==> config.mk <==
export PLATFORM = sky130hd
export DESIGN_NAME = rilio_top
export DESIGN_NICKNAME = d
export VERILOG_FILES = /design/src/logic/rilio_pkg.sv /design/src/logic/rilio_interlock.sv /design/src/logic/rilio_top.sv
export SDC_FILE = /design/constraint.sdc
export NUM_CORES = 1
export LEC_CHECK = 0
export BUFFER_PORTS_ARGS = -buffer_cell sky130_fd_sc_hd__buf_2
export CORE_ASPECT_RATIO = 1.25
export CORE_MARGIN = 2
export CORE_UTILIZATION = 49
export CTS_BUF_LIST = sky130_fd_sc_hd__clkbuf_16
export CTS_CLUSTER_SIZE = 10
export DETAILED_ROUTE_END_ITERATION = 10
export PLACE_DENSITY_LB_ADDON = 0.3
export SKIP_CTS_REPAIR_TIMING = 1
export SYNTH_ARGS = -nofsm -noshare
export SYNTH_HDL_FRONTEND = slang
export SYNTH_HIERARCHICAL = 1
export SYNTH_SLANG_ARGS = --single-unit
==> constraint.sdc <==
create_clock -name clk -period 2 [get_ports clk]
set_input_delay 0.6 -clock clk [delete_from_list [all_inputs] [get_ports clk]]
set_output_delay 0.6 -clock clk [all_outputs]
set_load 0.005 [all_outputs]
==> src/logic/rilio_pkg.sv <==
package rilio_pkg;
    localparam int NUM_OUT = 2;
    localparam int NUM_UIO = 4;
    localparam int NUM_PAIR = NUM_UIO / 2;
    localparam int UIO_FN_W = 3;
    localparam logic [2:0] FN_NONE = 3'h0;
    localparam logic [2:0] FN_RESET = 3'h1;
    localparam logic [2:0] FN_FEEDBACK = 3'h2;
    localparam logic [2:0] FN_SLEEP = 3'h3;
    localparam logic [2:0] FN_RESTART = 3'h4;
    localparam logic [2:0] FN_OUT_RESET_REQ = 3'h5;
    localparam logic [2:0] FN_OUT_CONTAM = 3'h6;
    localparam int FB_TIME_US = 300;
    localparam int CLK_MHZ = 10;
    localparam int FB_CYCLES = FB_TIME_US * CLK_MHZ;
    localparam int FB_CNT_W = 12;
    localparam logic [FB_CNT_W-1:0] FB_LIMIT = FB_CYCLES[FB_CNT_W-1:0];
    localparam logic [FB_CNT_W-1:0] FB_ZERO = 12'h000;
endpackage : rilio_pkg

==> src/logic/rilio_interlock.sv <==
`timescale 1ns/100ps
`default_nettype none
module rilio_interlock
    import rilio_pkg::*;
(
    // Clock and reset.
    input wire logic clk,
    input wire logic rst_n,
    // Configuration.
    input wire logic interlock_en,
    input wire logic feedback_en,
    // Conditions.
    input wire logic field_clear,
    input wire logic device_error,
    input wire logic reset_press,
    input wire logic feedback_closed,
    // Results.
    output logic out_on,
    output logic reset_required,
    output logic feedback_error
);
    logic locked_reg;
    logic fb_err_reg;
    logic [FB_CNT_W-1:0] fb_cnt_reg;
    logic fb_bad;

    always_ff @(posedge clk or negedge rst_n) begin
        if (!rst_n) begin
            locked_reg <= 1'b1;
        end else if (!interlock_en) begin
            locked_reg <= 1'b0;
        end else if (!field_clear || device_error) begin
            locked_reg <= 1'b1;
        end else if (reset_press) begin
            locked_reg <= 1'b0;
        end
    end

    // With contactors closed the auxiliary contact is open; a closed contact means dropped out.
    assign fb_bad = feedback_en && (feedback_closed == out_on);

    always_ff @(posedge clk or negedge rst_n) begin
        if (!rst_n) begin
            fb_cnt_reg <= FB_ZERO;
        end else if (!fb_bad) begin
            fb_cnt_reg <= FB_ZERO;
        end else if (fb_cnt_reg != FB_LIMIT) begin
            fb_cnt_reg <= fb_cnt_reg + 12'h001;
        end
    end

    always_ff @(posedge clk or negedge rst_n) begin
        if (!rst_n) begin
            fb_err_reg <= 1'b0;
        end else if (fb_cnt_reg == FB_LIMIT) begin
            fb_err_reg <= 1'b1;
        end else if (reset_press && field_clear && !fb_bad) begin
            fb_err_reg <= 1'b0;
        end
    end

    always_ff @(posedge clk or negedge rst_n) begin
        if (!rst_n) begin
            out_on <= 1'b0;
        end else begin
            out_on <= field_clear && !device_error && !fb_err_reg && !locked_reg
                && (fb_cnt_reg != FB_LIMIT);
        end
    end

    assign reset_required = locked_reg && field_clear;
    assign feedback_error = fb_err_reg;
endmodule : rilio_interlock
`default_nettype wire

==> src/logic/rilio_top.sv <==
// Function
// - Every safety output has its own restart interlock, enabled by configuration.
// - With interlock on, a field interruption switches the output off.
// - With interlock on, the output stays off after the field clears.
// - With interlock on, output returns on only for a reset press while the field is clear.
// - A reset pressed with an object in the field is ignored.
// - Each universal pin is configured as input or output.
// - Designated pin pairs may act as a dual-channel safety output pair.
// - A universal input takes one function: reset, feedback, sleep or restart.
// - Designated input pairs may form one complementary static control input.
// - A universal output shows an indication only, never a safety function.
// - Feedback monitoring checks the contactors really switch with the outputs.
// - Safety output high means on, low means off on detection or error.
`timescale 1ns/100ps
`default_nettype none
module rilio_top
    import rilio_pkg::*;
(
    // Clock and reset.
    input wire logic clk,
    input wire logic rst_n,
    // Scanner status.
    input wire logic [NUM_OUT-1:0] field_clear,
    input wire logic device_error,
    input wire logic contamination,
    // Configuration.
    input wire logic [NUM_OUT-1:0] interlock_en,
    input wire logic [NUM_UIO-1:0] uio_is_output,
    input wire logic [NUM_PAIR-1:0] pair_is_safety_out,
    input wire logic [NUM_PAIR-1:0] pair_is_control_in,
    input wire logic [NUM_UIO*UIO_FN_W-1:0] uio_function,
    // Dedicated safety outputs.
    output logic [NUM_OUT-1:0] safety_switch_output,
    // Universal pins.
    input wire logic [NUM_UIO-1:0] uio_in,
    output logic [NUM_UIO-1:0] uio_out,
    output logic [NUM_UIO-1:0] uio_oe,
    // Status.
    output logic [NUM_OUT-1:0] reset_required,
    output logic [NUM_OUT-1:0] feedback_error,
    output logic [NUM_PAIR-1:0] control_in_value,
    output logic [NUM_PAIR-1:0] control_in_error,
    output logic sleep_request,
    output logic restart_request
);
    logic [NUM_UIO-1:0] sync1_reg;
    logic [NUM_UIO-1:0] sync2_reg;
    logic [NUM_UIO-1:0] prev_reg;
    logic [NUM_UIO-1:0] in_act;
    logic [NUM_UIO-1:0] out_next;
    logic [NUM_UIO-1:0] out_reg;
    logic [NUM_PAIR-1:0] cv_reg;
    logic [NUM_PAIR-1:0] ce_reg;
    logic sleep_reg;
    logic restart_reg;
    logic reset_level;
    logic reset_level_prev_reg;
    logic reset_press;
    logic feedback_level;
    logic feedback_en;
    logic sleep_level;
    logic restart_level;
    logic any_reset_req;

    // Pins come from outside, so two stages guard against metastability.
    always_ff @(posedge clk or negedge rst_n) begin
        if (!rst_n) begin
            sync1_reg <= 4'h0;
            sync2_reg <= 4'h0;
            prev_reg <= 4'h0;
        end else begin
            sync1_reg <= uio_in;
            sync2_reg <= sync1_reg;
            prev_reg <= sync2_reg;
        end
    end

    // A pin is an active input when it is neither an output nor a pair member.
    always_comb begin
        in_act = 4'h0;
        for (int i = 0; i < NUM_UIO; i++) begin
            in_act[i] = !uio_is_output[i] && !pair_is_safety_out[i/2]
                && !pair_is_control_in[i/2];
        end
    end

    always_comb begin
        reset_level = 1'b0;
        feedback_level = 1'b0;
        feedback_en = 1'b0;
        sleep_level = 1'b0;
        restart_level = 1'b0;
        for (int i = 0; i < NUM_UIO; i++) begin
            if (in_act[i]) begin
                unique case (uio_function[i*UIO_FN_W +: UIO_FN_W])
                    FN_RESET: reset_level = reset_level | sync2_reg[i];
                    FN_FEEDBACK: begin
                        feedback_en = 1'b1;
                        feedback_level = feedback_level | sync2_reg[i];
                    end
                    FN_SLEEP: sleep_level = sleep_level | sync2_reg[i];
                    FN_RESTART: restart_level = restart_level | (sync2_reg[i] & !prev_reg[i]);
                    default: ;
                endcase
            end
        end
    end

    // A reset counts only as a press-and-release edge, so a stuck button never releases.
    always_ff @(posedge clk or negedge rst_n) begin
        if (!rst_n) begin
            reset_level_prev_reg <= 1'b0;
        end else begin
            reset_level_prev_reg <= reset_level;
        end
    end
    assign reset_press = reset_level_prev_reg && !reset_level;

    genvar g;
    generate
        for (g = 0; g < NUM_OUT; g++) begin : g_out
            rilio_interlock u_lock (
                .clk(clk),
                .rst_n(rst_n),
                .interlock_en(interlock_en[g]),
                .feedback_en(feedback_en),
                .field_clear(field_clear[g]),
                .device_error(device_error),
                .reset_press(reset_press & field_clear[g]),
                .feedback_closed(feedback_level),
                .out_on(safety_switch_output[g]),
                .reset_required(reset_required[g]),
                .feedback_error(feedback_error[g])
            );
        end
    endgenerate

    assign any_reset_req = |reset_required;

    always_comb begin
        out_next = 4'h0;
        for (int i = 0; i < NUM_UIO; i++) begin
            if (pair_is_safety_out[i/2]) begin
                out_next[i] = safety_switch_output[(i/2) % NUM_OUT];
            end else if (uio_is_output[i]) begin
                unique case (uio_function[i*UIO_FN_W +: UIO_FN_W])
                    FN_OUT_RESET_REQ: out_next[i] = any_reset_req;
                    FN_OUT_CONTAM: out_next[i] = contamination;
                    default: out_next[i] = 1'b0;
                endcase
            end
        end
    end

    always_ff @(posedge clk or negedge rst_n) begin
        if (!rst_n) begin
            out_reg <= 4'h0;
        end else begin
            out_reg <= out_next;
        end
    end
    assign uio_out = out_reg;

    always_comb begin
        uio_oe = 4'h0;
        for (int i = 0; i < NUM_UIO; i++) begin
            uio_oe[i] = pair_is_safety_out[i/2]
                || (uio_is_output[i] && !pair_is_control_in[i/2]);
        end
    end

    always_ff @(posedge clk or negedge rst_n) begin
        if (!rst_n) begin
            cv_reg <= 2'h0;
            ce_reg <= 2'h0;
        end else begin
            for (int p = 0; p < NUM_PAIR; p++) begin
                cv_reg[p] <= pair_is_control_in[p] & sync2_reg[2*p+1] & !sync2_reg[2*p];
                ce_reg[p] <= pair_is_control_in[p] & (sync2_reg[2*p+1] == sync2_reg[2*p]);
            end
        end
    end
    assign control_in_value = cv_reg;
    assign control_in_error = ce_reg;

    always_ff @(posedge clk or negedge rst_n) begin
        if (!rst_n) begin
            sleep_reg <= 1'b0;
            restart_reg <= 1'b0;
        end else begin
            sleep_reg <= sleep_level;
            restart_reg <= restart_level;
        end
    end
    assign sleep_request = sleep_reg;
    assign restart_request = restart_reg;
endmodule : rilio_top
`default_nettype wire

==> impl_metrics.ini, run 1 <==
[run_status]
run_status = completed

[sta]
rsz0062_at_grt = yes
hold_violations = 0
finalSetupViolCount = 0
layout_min_cycle_time_ns = 1.95
maxSlewHeadroom = 0.713
skew_ns = 0.00909
maxSlewViolCount = 0
period_share = 0.975
fmax_ghz = 0.513
tightest_slew_ns = 0.429
finalSetupTns_ns = 0

[logic_synthesis]
synth_area_leaders = dfrtp_1 (47%), a21oi_1 (4.1%), nand3_1 (3.0%)
synthArstFlopShare = 1.00
synth_ff_type = dfrtp_1
synth_seq_area_share = 0.493
yosys.area.top_type = dfrtp_1
synth_common_cells = dfrtp_1 (51), a21oi_1 (22), nand2_1 (18)
yosys.area.top_type_share = 0.474
syn_area_per_cell_sq_um = 9.98
ys.warnings.count = 6
syn_nets = 306
synth_area_sq_um = 2690
synth_seq_cells = 53
synth_edf_count = 0
syn_inst = 270
yosysMostFrequentCell = dfrtp_1
yosysUniqueCellTypes = 48

[placed_design]
port-buffer-count = 51
placed_area_sq_um = 3290
place_congestion = 0.938
hpwl_mm = 4.82

[global_route]
grt_pass1_vias = 2453
grtUsageTotal = 0.226
grt_max_degree = 39
grt_pass1_wl_mm = 11.1
gr-total-overflow = 0
antenna_found_initial = 0

[routing]
via_per_inst = 5.75
wire_per_inst_microns = 15.1
ant_nets = 0
routed_wl_mm = 6.44
drt_pass1_iterations = 4
route.detailed.drc = 0
vias = 2442
drtIter0Drc = 126

[finish]
nNetsFinal = 396
drive_above_1_share = 0.313
final_cell_area_sq_um = 3470
largest_reg_flops = 24
fill_cells = 431
syn_to_final_growth_pct = 28.8
diodes = 0

[power]
ir_drop_v = 0.000456
finalPower_mw = 2.23
p_leak_nw = 1.52
power.density_nw_per_um2 = 643

[clocking]
cts_max_level = 2
clk_pin_slew_ns = 0.07
cts_root_buf = clkbuf_16
clock_sinks = 53
cts_buffer_depth = 2
clk_latency_ns = 0.29
numCtsBuffers = 5
cts_tree = yes

[critical_path]
max_stage_delay_ns = 0.43
cpMaxStageDelayCell = or3_1
reg2reg_from = sync2_reg[0]
path_class = in2reg
critPathMaxFanout = 10
regToRegSetupSlack_ns = 0.09
r2r_end = g_out[0].u_lock/fb_cnt_reg[2]
cp.required_ns = 2.20
crit_path_cell_trace = buf_2 > or3_1 > nor2_2 > a221o_1 > xnor2_2 > nand2_4 > o22ai_1
crit_buf_inv = 1
crit_path_start_kind = input port
path_delay_family = simple AND/OR/NAND/NOR gates
end_kind = register
ff2ff_path_depth = 7
critical_path_depth = 7
crit_arrival_ns = 2.15

[worst_hold_path]
worstHoldPathType = in2async

[floorplan]
die_x_microns = 70.3
design.core.area_sq_um = 5370
die_height_microns = 86.9
start_util = 0.502
top_level_ports = 52
die_area_sq_um = 6110
rows = 30

[run]
maxCapViolCount = 0
## worst max path at each step
stage	from	endpoint	slack, ns
global placement	pair_is_control_in[1]	g_out[0].u_lock/fb_cnt_reg[2]	-0.33
floorplan	uio_is_output[0]	g_out[1].u_lock/fb_cnt_reg[0]	-0.08
detailed placement	uio_is_output[0]	g_out[0].u_lock/fb_cnt_reg[2]	-0.41
finish	pair_is_control_in[1]	g_out[0].u_lock/fb_cnt_reg[2]	0.05
global route	uio_is_output[0]	g_out[0].u_lock/fb_cnt_reg[2]	-0.02
CTS	uio_is_output[0]	g_out[0].u_lock/fb_cnt_reg[2]	-0.15
## logic make-up (layout without fill, tap and decap cells)
family,count (synthesis),count (layout),share of synthesized area
simple gates,123,123,0.282
mux,4,4,0.0149
flops,53,53,0.493
fa+ha+maj,4,4,0.0186
buf+inv,18,109,0.0251
compound gates,60,60,0.140
xor+xnor,8,8,0.0260
## metal layers
layer  up-vias  part of all wire  global-route usage  wire [microns]
met3        11             0.055              0.0313             354
met2        78              0.50               0.407            3250
met5         -                 0                   0               0
li1       1184                 -                   -               -
met4         0             0.022              0.0804             142
met1      1169              0.42               0.277            2690
## metrics by stage
stage	instances	utilization	hold WS [ns]	worst slack, ns
after global placement	417	0.613	0.332	-0.327
after detailed placement	417	0.613	0.335	-0.406
after global routing	425	0.646	0.253	-0.0226
after floorplan	270	-	0.304	-0.0809
final	425	0.646	0.227	0.0508
after CTS	425	0.640	0.242	-0.148
## report_power, final
group,internal [mW],switching [mW]
logic,0.127,0.137
clock network,0.459,0.375
registers,1.11,0.0230
## cell type report
cell class	instances	area, sq um	share of cell area
multi-input combinational	199	1340	0.386
tap	64	80.1	0.0231
inverter	17	63.8	0.0184
sequential	53	1330	0.383
timing repair buffer	84	515	0.149
clock buffer	5	125	0.0361
clock inverter	3	18.8	0.00541
## layout by cell type, fill, tap and decap left out, drive strengths merged, types with 4 or more instances in the layout
cell,count
a21o,4
nor2,14
o31ai,10
xor2,5
buf,84
nor3,4
nor4,9
or4,8
nand2b,7
mux2i,4
nor2b,5
nand2,19
ha,4
inv,18
o21ai,11
or3,9
nand4,7
dfrtp,51
nand3,19
nor3b,4
clkbuf,5
a21oi,22
Power figures use the tool's default switching activity.
==> run 2, diff against run 1 <==
- CORE_UTILIZATION: 49 -> 50
==> impl_metrics.ini, run 2 (synthesis results as in run 1) <==
[routing]
wire_per_inst_microns = 15.2
route.detailed.drc = 0
drtIter0Drc = 110
routed_wl_mm = 6.53
ant_nets = 0
vias = 2437
drt_pass1_iterations = 4
via_per_inst = 5.67

[clocking]
cts_tree = yes
cts_root_buf = clkbuf_16
numCtsBuffers = 5
clk_latency_ns = 0.29
cts_buffer_depth = 2
clk_pin_slew_ns = 0.07
clock_sinks = 53
cts_max_level = 2

[sta]
skew_ns = 0.00530
whs_ns = 0.212
maxSlewHeadroom = 0.728
setup_ws_ns = 0.0678
finalSetupTns_ns = 0
hold_violations = 0
finalSetupViolCount = 0
maxSlewViolCount = 0
fmax_ghz = 0.518
period_share = 0.966
layout_min_cycle_time_ns = 1.93
tightest_slew_ns = 0.404

[critical_path]
reg2reg_from = sync2_reg[0]
cp-endpoint = g_out[0].u_lock/fb_cnt_reg[1]
crit_top_cell = buf_4
critical_path_depth = 9
crit_arrival_ns = 2.14
crit_path_start_kind = input port
cp.required_ns = 2.21
end_kind = register
critPathMaxFanout = 5
crit_path_cell_trace = buf_2 > or3_4 > nor2_1 > a221o_1 > buf_4 > xnor2_4 > buf_4 > nand3_1 > mux2i_1
path_delay_family = simple AND/OR/NAND/NOR gates
max_stage_delay_ns = 0.40
r2r_end = g_out[0].u_lock/fb_cnt_reg[1]
regToRegSetupSlack_ns = 0.16
ff2ff_path_depth = 9
path_class = in2reg
cp-startpoint = pair_is_control_in[0]
cpMaxStageDelayCell = or3_4
crit_buf_inv = 3

[global_route]
grt_pass1_wl_mm = 10.9
antenna_found_initial = 0
grtUsageTotal = 0.229
gr-total-overflow = 0
grt_pass1_vias = 2414
grt_max_degree = 19

[power]
ir_drop_v = 0.000406
finalPower_mw = 2.24
p_leak_nw = 1.56
power.density_nw_per_um2 = 635

[run_status]
run_status = completed

[finish]
drive_above_1_share = 0.326
final_util = 0.684
syn_to_final_growth_pct = 30.8
largest_reg_flops = 24
final_cell_area_sq_um = 3520
nNetsFinal = 403
layout_common_cells = dfrtp_1 (51), buf_2 (51), buf_4 (39)
diodes = 0
instances_no_fill = 430

[floorplan]
die_x_microns = 69.7
rows = 29
top_level_ports = 52
die_height_microns = 86.1
start_util = 0.523
die_area_sq_um = 5990
design.core.area_sq_um = 5150

[placed_design]
placed_area_sq_um = 3330
pre_cts_ws_ns = -0.283
place_congestion = 0.880
port-buffer-count = 51
dp_cells = 421
hpwl_mm = 4.85

[run]
maxCapViolCount = 0

[worst_hold_path]
worstHoldPathType = in2async
run 2: layout make-up:
type	count	area (sq um)
Timing Repair Buffer	91	568
Multi-Input combinational cell	199	1340
Tap cell	62	77.6
Fill cell	401	1630
Sequential cell	53	1330
Clock buffer	5	125
Clock inverter	3	18.8
Inverter	17	63.8
run 2: power by group:
part	internal [mW]	switching, mW
logic	0.136	0.141
clock network	0.459	0.368
registers	1.11	0.0237
total	1.71	0.532
run 2: how the worst min path moves through the flow:
| stage | start | end | depth (start not counted) | slack (ns) |
|---|---|---|---|---|
| 3_5_place_dp | sync1_reg[1] | sync2_reg[1] | 0 | 0.34 |
| 5_1_grt | rst_n | uio_out[3] | 1 | 0.22 |
| 3_3_place_gp | sync1_reg[3] | sync2_reg[3] | 0 | 0.33 |
| 4_1_cts | rst_n | uio_out[3] | 1 | 0.21 |
| 6_report | rst_n | uio_out[3] | 1 | 0.21 |
| 2_1_floorplan | rst_n | control_in_error[0] | 0 | 0.30 |
run 2: routing by layer:
metal,vias up,routed length [microns],GRT usage
met1,1143,2770,0.284
li1,1193,-,-
met3,13,360,0.0364
met5,-,0,0
met4,0,157,0.0997
met2,88,3230,0.398
==> run 3, diff against run 2 <==
- clock period: 2 -> 2.2 ns (I/O delays scaled with it)
==> impl_metrics.ini, run 3 (synthesis results as in run 1) <==
[run_status]
run_status = completed

[finish]
nNetsFinal = 387
diodes = 0
instances_no_fill = 414
layout_common_cells = dfrtp_1 (51), buf_2 (51), buf_4 (23)
seqCellArea_sq_um = 1330
fill_cells = 428
final_util = 0.655
drive_above_1_share = 0.287
largest_reg_flops = 24
syn_to_final_growth_pct = 25.2
multi_input_comb_area_sq_um = 1310

[clocking]
cts_tree = yes
clock_sinks = 53
clk_pin_slew_ns = 0.07
numCtsBuffers = 5
cts_buffer_depth = 2
cts_max_level = 2
clk_latency_ns = 0.29
cts_root_buf = clkbuf_16

[floorplan]
top_level_ports = 52
rows = 29
start_util = 0.523
die_height_microns = 86.1
die_area_sq_um = 5990
design.core.area_sq_um = 5150
die_x_microns = 69.7

[critical_path]
ff2ff_path_depth = 7
r2r_end = g_out[0].u_lock/fb_cnt_reg[2]
crit_arrival_ns = 2.32
regToRegSetupSlack_ns = 0.18
reg2reg_from = sync2_reg[0]
path_class = in2reg
cp.required_ns = 2.40
crit_path_start_kind = input port
critPathMaxFanout = 10
end_kind = register

[sta]
layout_min_cycle_time_ns = 2.11
skew_ns = 0.00660
maxSlewHeadroom = 0.728
finalSetupTns_ns = 0
finalSetupViolCount = 0
fmax_ghz = 0.474
period_share = 0.960
tightest_slew_ns = 0.406
maxSlewViolCount = 0
hold_violations = 0
rsz0062_at_grt = no

[global_route]
grtUsageTotal = 0.219
grt_pass1_vias = 2313
gr-total-overflow = 0
grt_pass1_wl_mm = 10.5
antenna_found_initial = 0
grt_max_degree = 39

[routing]
via_per_inst = 5.90
wire_per_inst_microns = 15.2
route.detailed.drc = 0
drtIter0Drc = 144
vias = 2441
drt_pass1_iterations = 4
ant_nets = 0
routed_wl_mm = 6.28

[power]
ir_drop_v = 0.000411
p_int_mw = 1.53
p_switching_mw = 0.477
combPwrFrac = 0.111
p_seq_frac = 0.514
finalPower_mw = 2.01
p_sw_frac = 0.238
pwr-share-clk = 0.376
p_leak_nw = 1.48
power.density_nw_per_um2 = 595

[placed_design]
dp_cells = 406
port-buffer-count = 51
hpwl_mm = 4.66
place_congestion = 0.868

[run]
maxCapViolCount = 0

[worst_hold_path]
worstHoldPathType = in2async
-- run 3: how the worst max path moves through the flow --
stage	startpoint	to	slack, ns	cells past startpoint
2_1_floorplan	uio_is_output[0]	g_out[1].u_lock/fb_cnt_reg[0]	0.06	7
3_3_place_gp	uio_is_output[0]	g_out[0].u_lock/fb_cnt_reg[2]	-0.20	8
3_5_place_dp	uio_is_output[0]	g_out[0].u_lock/fb_cnt_reg[2]	-0.27	8
4_1_cts	uio_is_output[0]	g_out[0].u_lock/fb_cnt_reg[2]	-0.03	8
5_1_grt	pair_is_control_in[1]	g_out[0].u_lock/fb_cnt_reg[2]	0.002	7
6_report	pair_is_control_in[1]	g_out[0].u_lock/fb_cnt_reg[2]	0.09	7
-- run 3: metal layers --
metal | global-route usage | wire (microns) | vias up
met4 | 0.0752 | 100 | 0
met2 | 0.390 | 3110 | 87
li1 | - | - | 1158
met5 | 0 | 0 | -
met3 | 0.0341 | 384 | 10
met1 | 0.272 | 2680 | 1186
-- run 3: layout make-up --
class / count / area share
Multi-Input combinational cell: 199 / 0.389
Sequential cell: 53 / 0.394
Inverter: 17 / 0.0189
Tap cell: 62 / 0.0230
Clock buffer: 5 / 0.0371
Clock inverter: 3 / 0.00556
Timing Repair Buffer: 75 / 0.133
-- run 3: metrics by stage --
stage	cell area, sq um	setup WS [ns]	hold slack [ns]
final	3370	0.0884	0.281
after floorplan	2700	0.0591	0.331
after global placement	3220	-0.205	0.333
after global routing	3370	0.00158	0.306
after detailed placement	3220	-0.270	0.336
after CTS	3370	-0.0279	0.291
-- run 3: worst max-delay path, cell delays in order --
cell	delay (ns)
buf_2	0.12
or3_1	0.43
nor2_1	0.17
a221o_1	0.28
xnor2_2	0.22
nand2_2	0.23
o22ai_1	0.20
-- run 3: power by group through the flow --
stage	logic (mW)	clock network (mW)	registers, mW
detailed placement	0.220	0	1.05
finish	0.222	0.754	1.03
global route	0.245	0.807	1.03
CTS	0.222	0.776	1.03
floorplan	0.0749	0	1.05
global placement	0.215	0	1.05
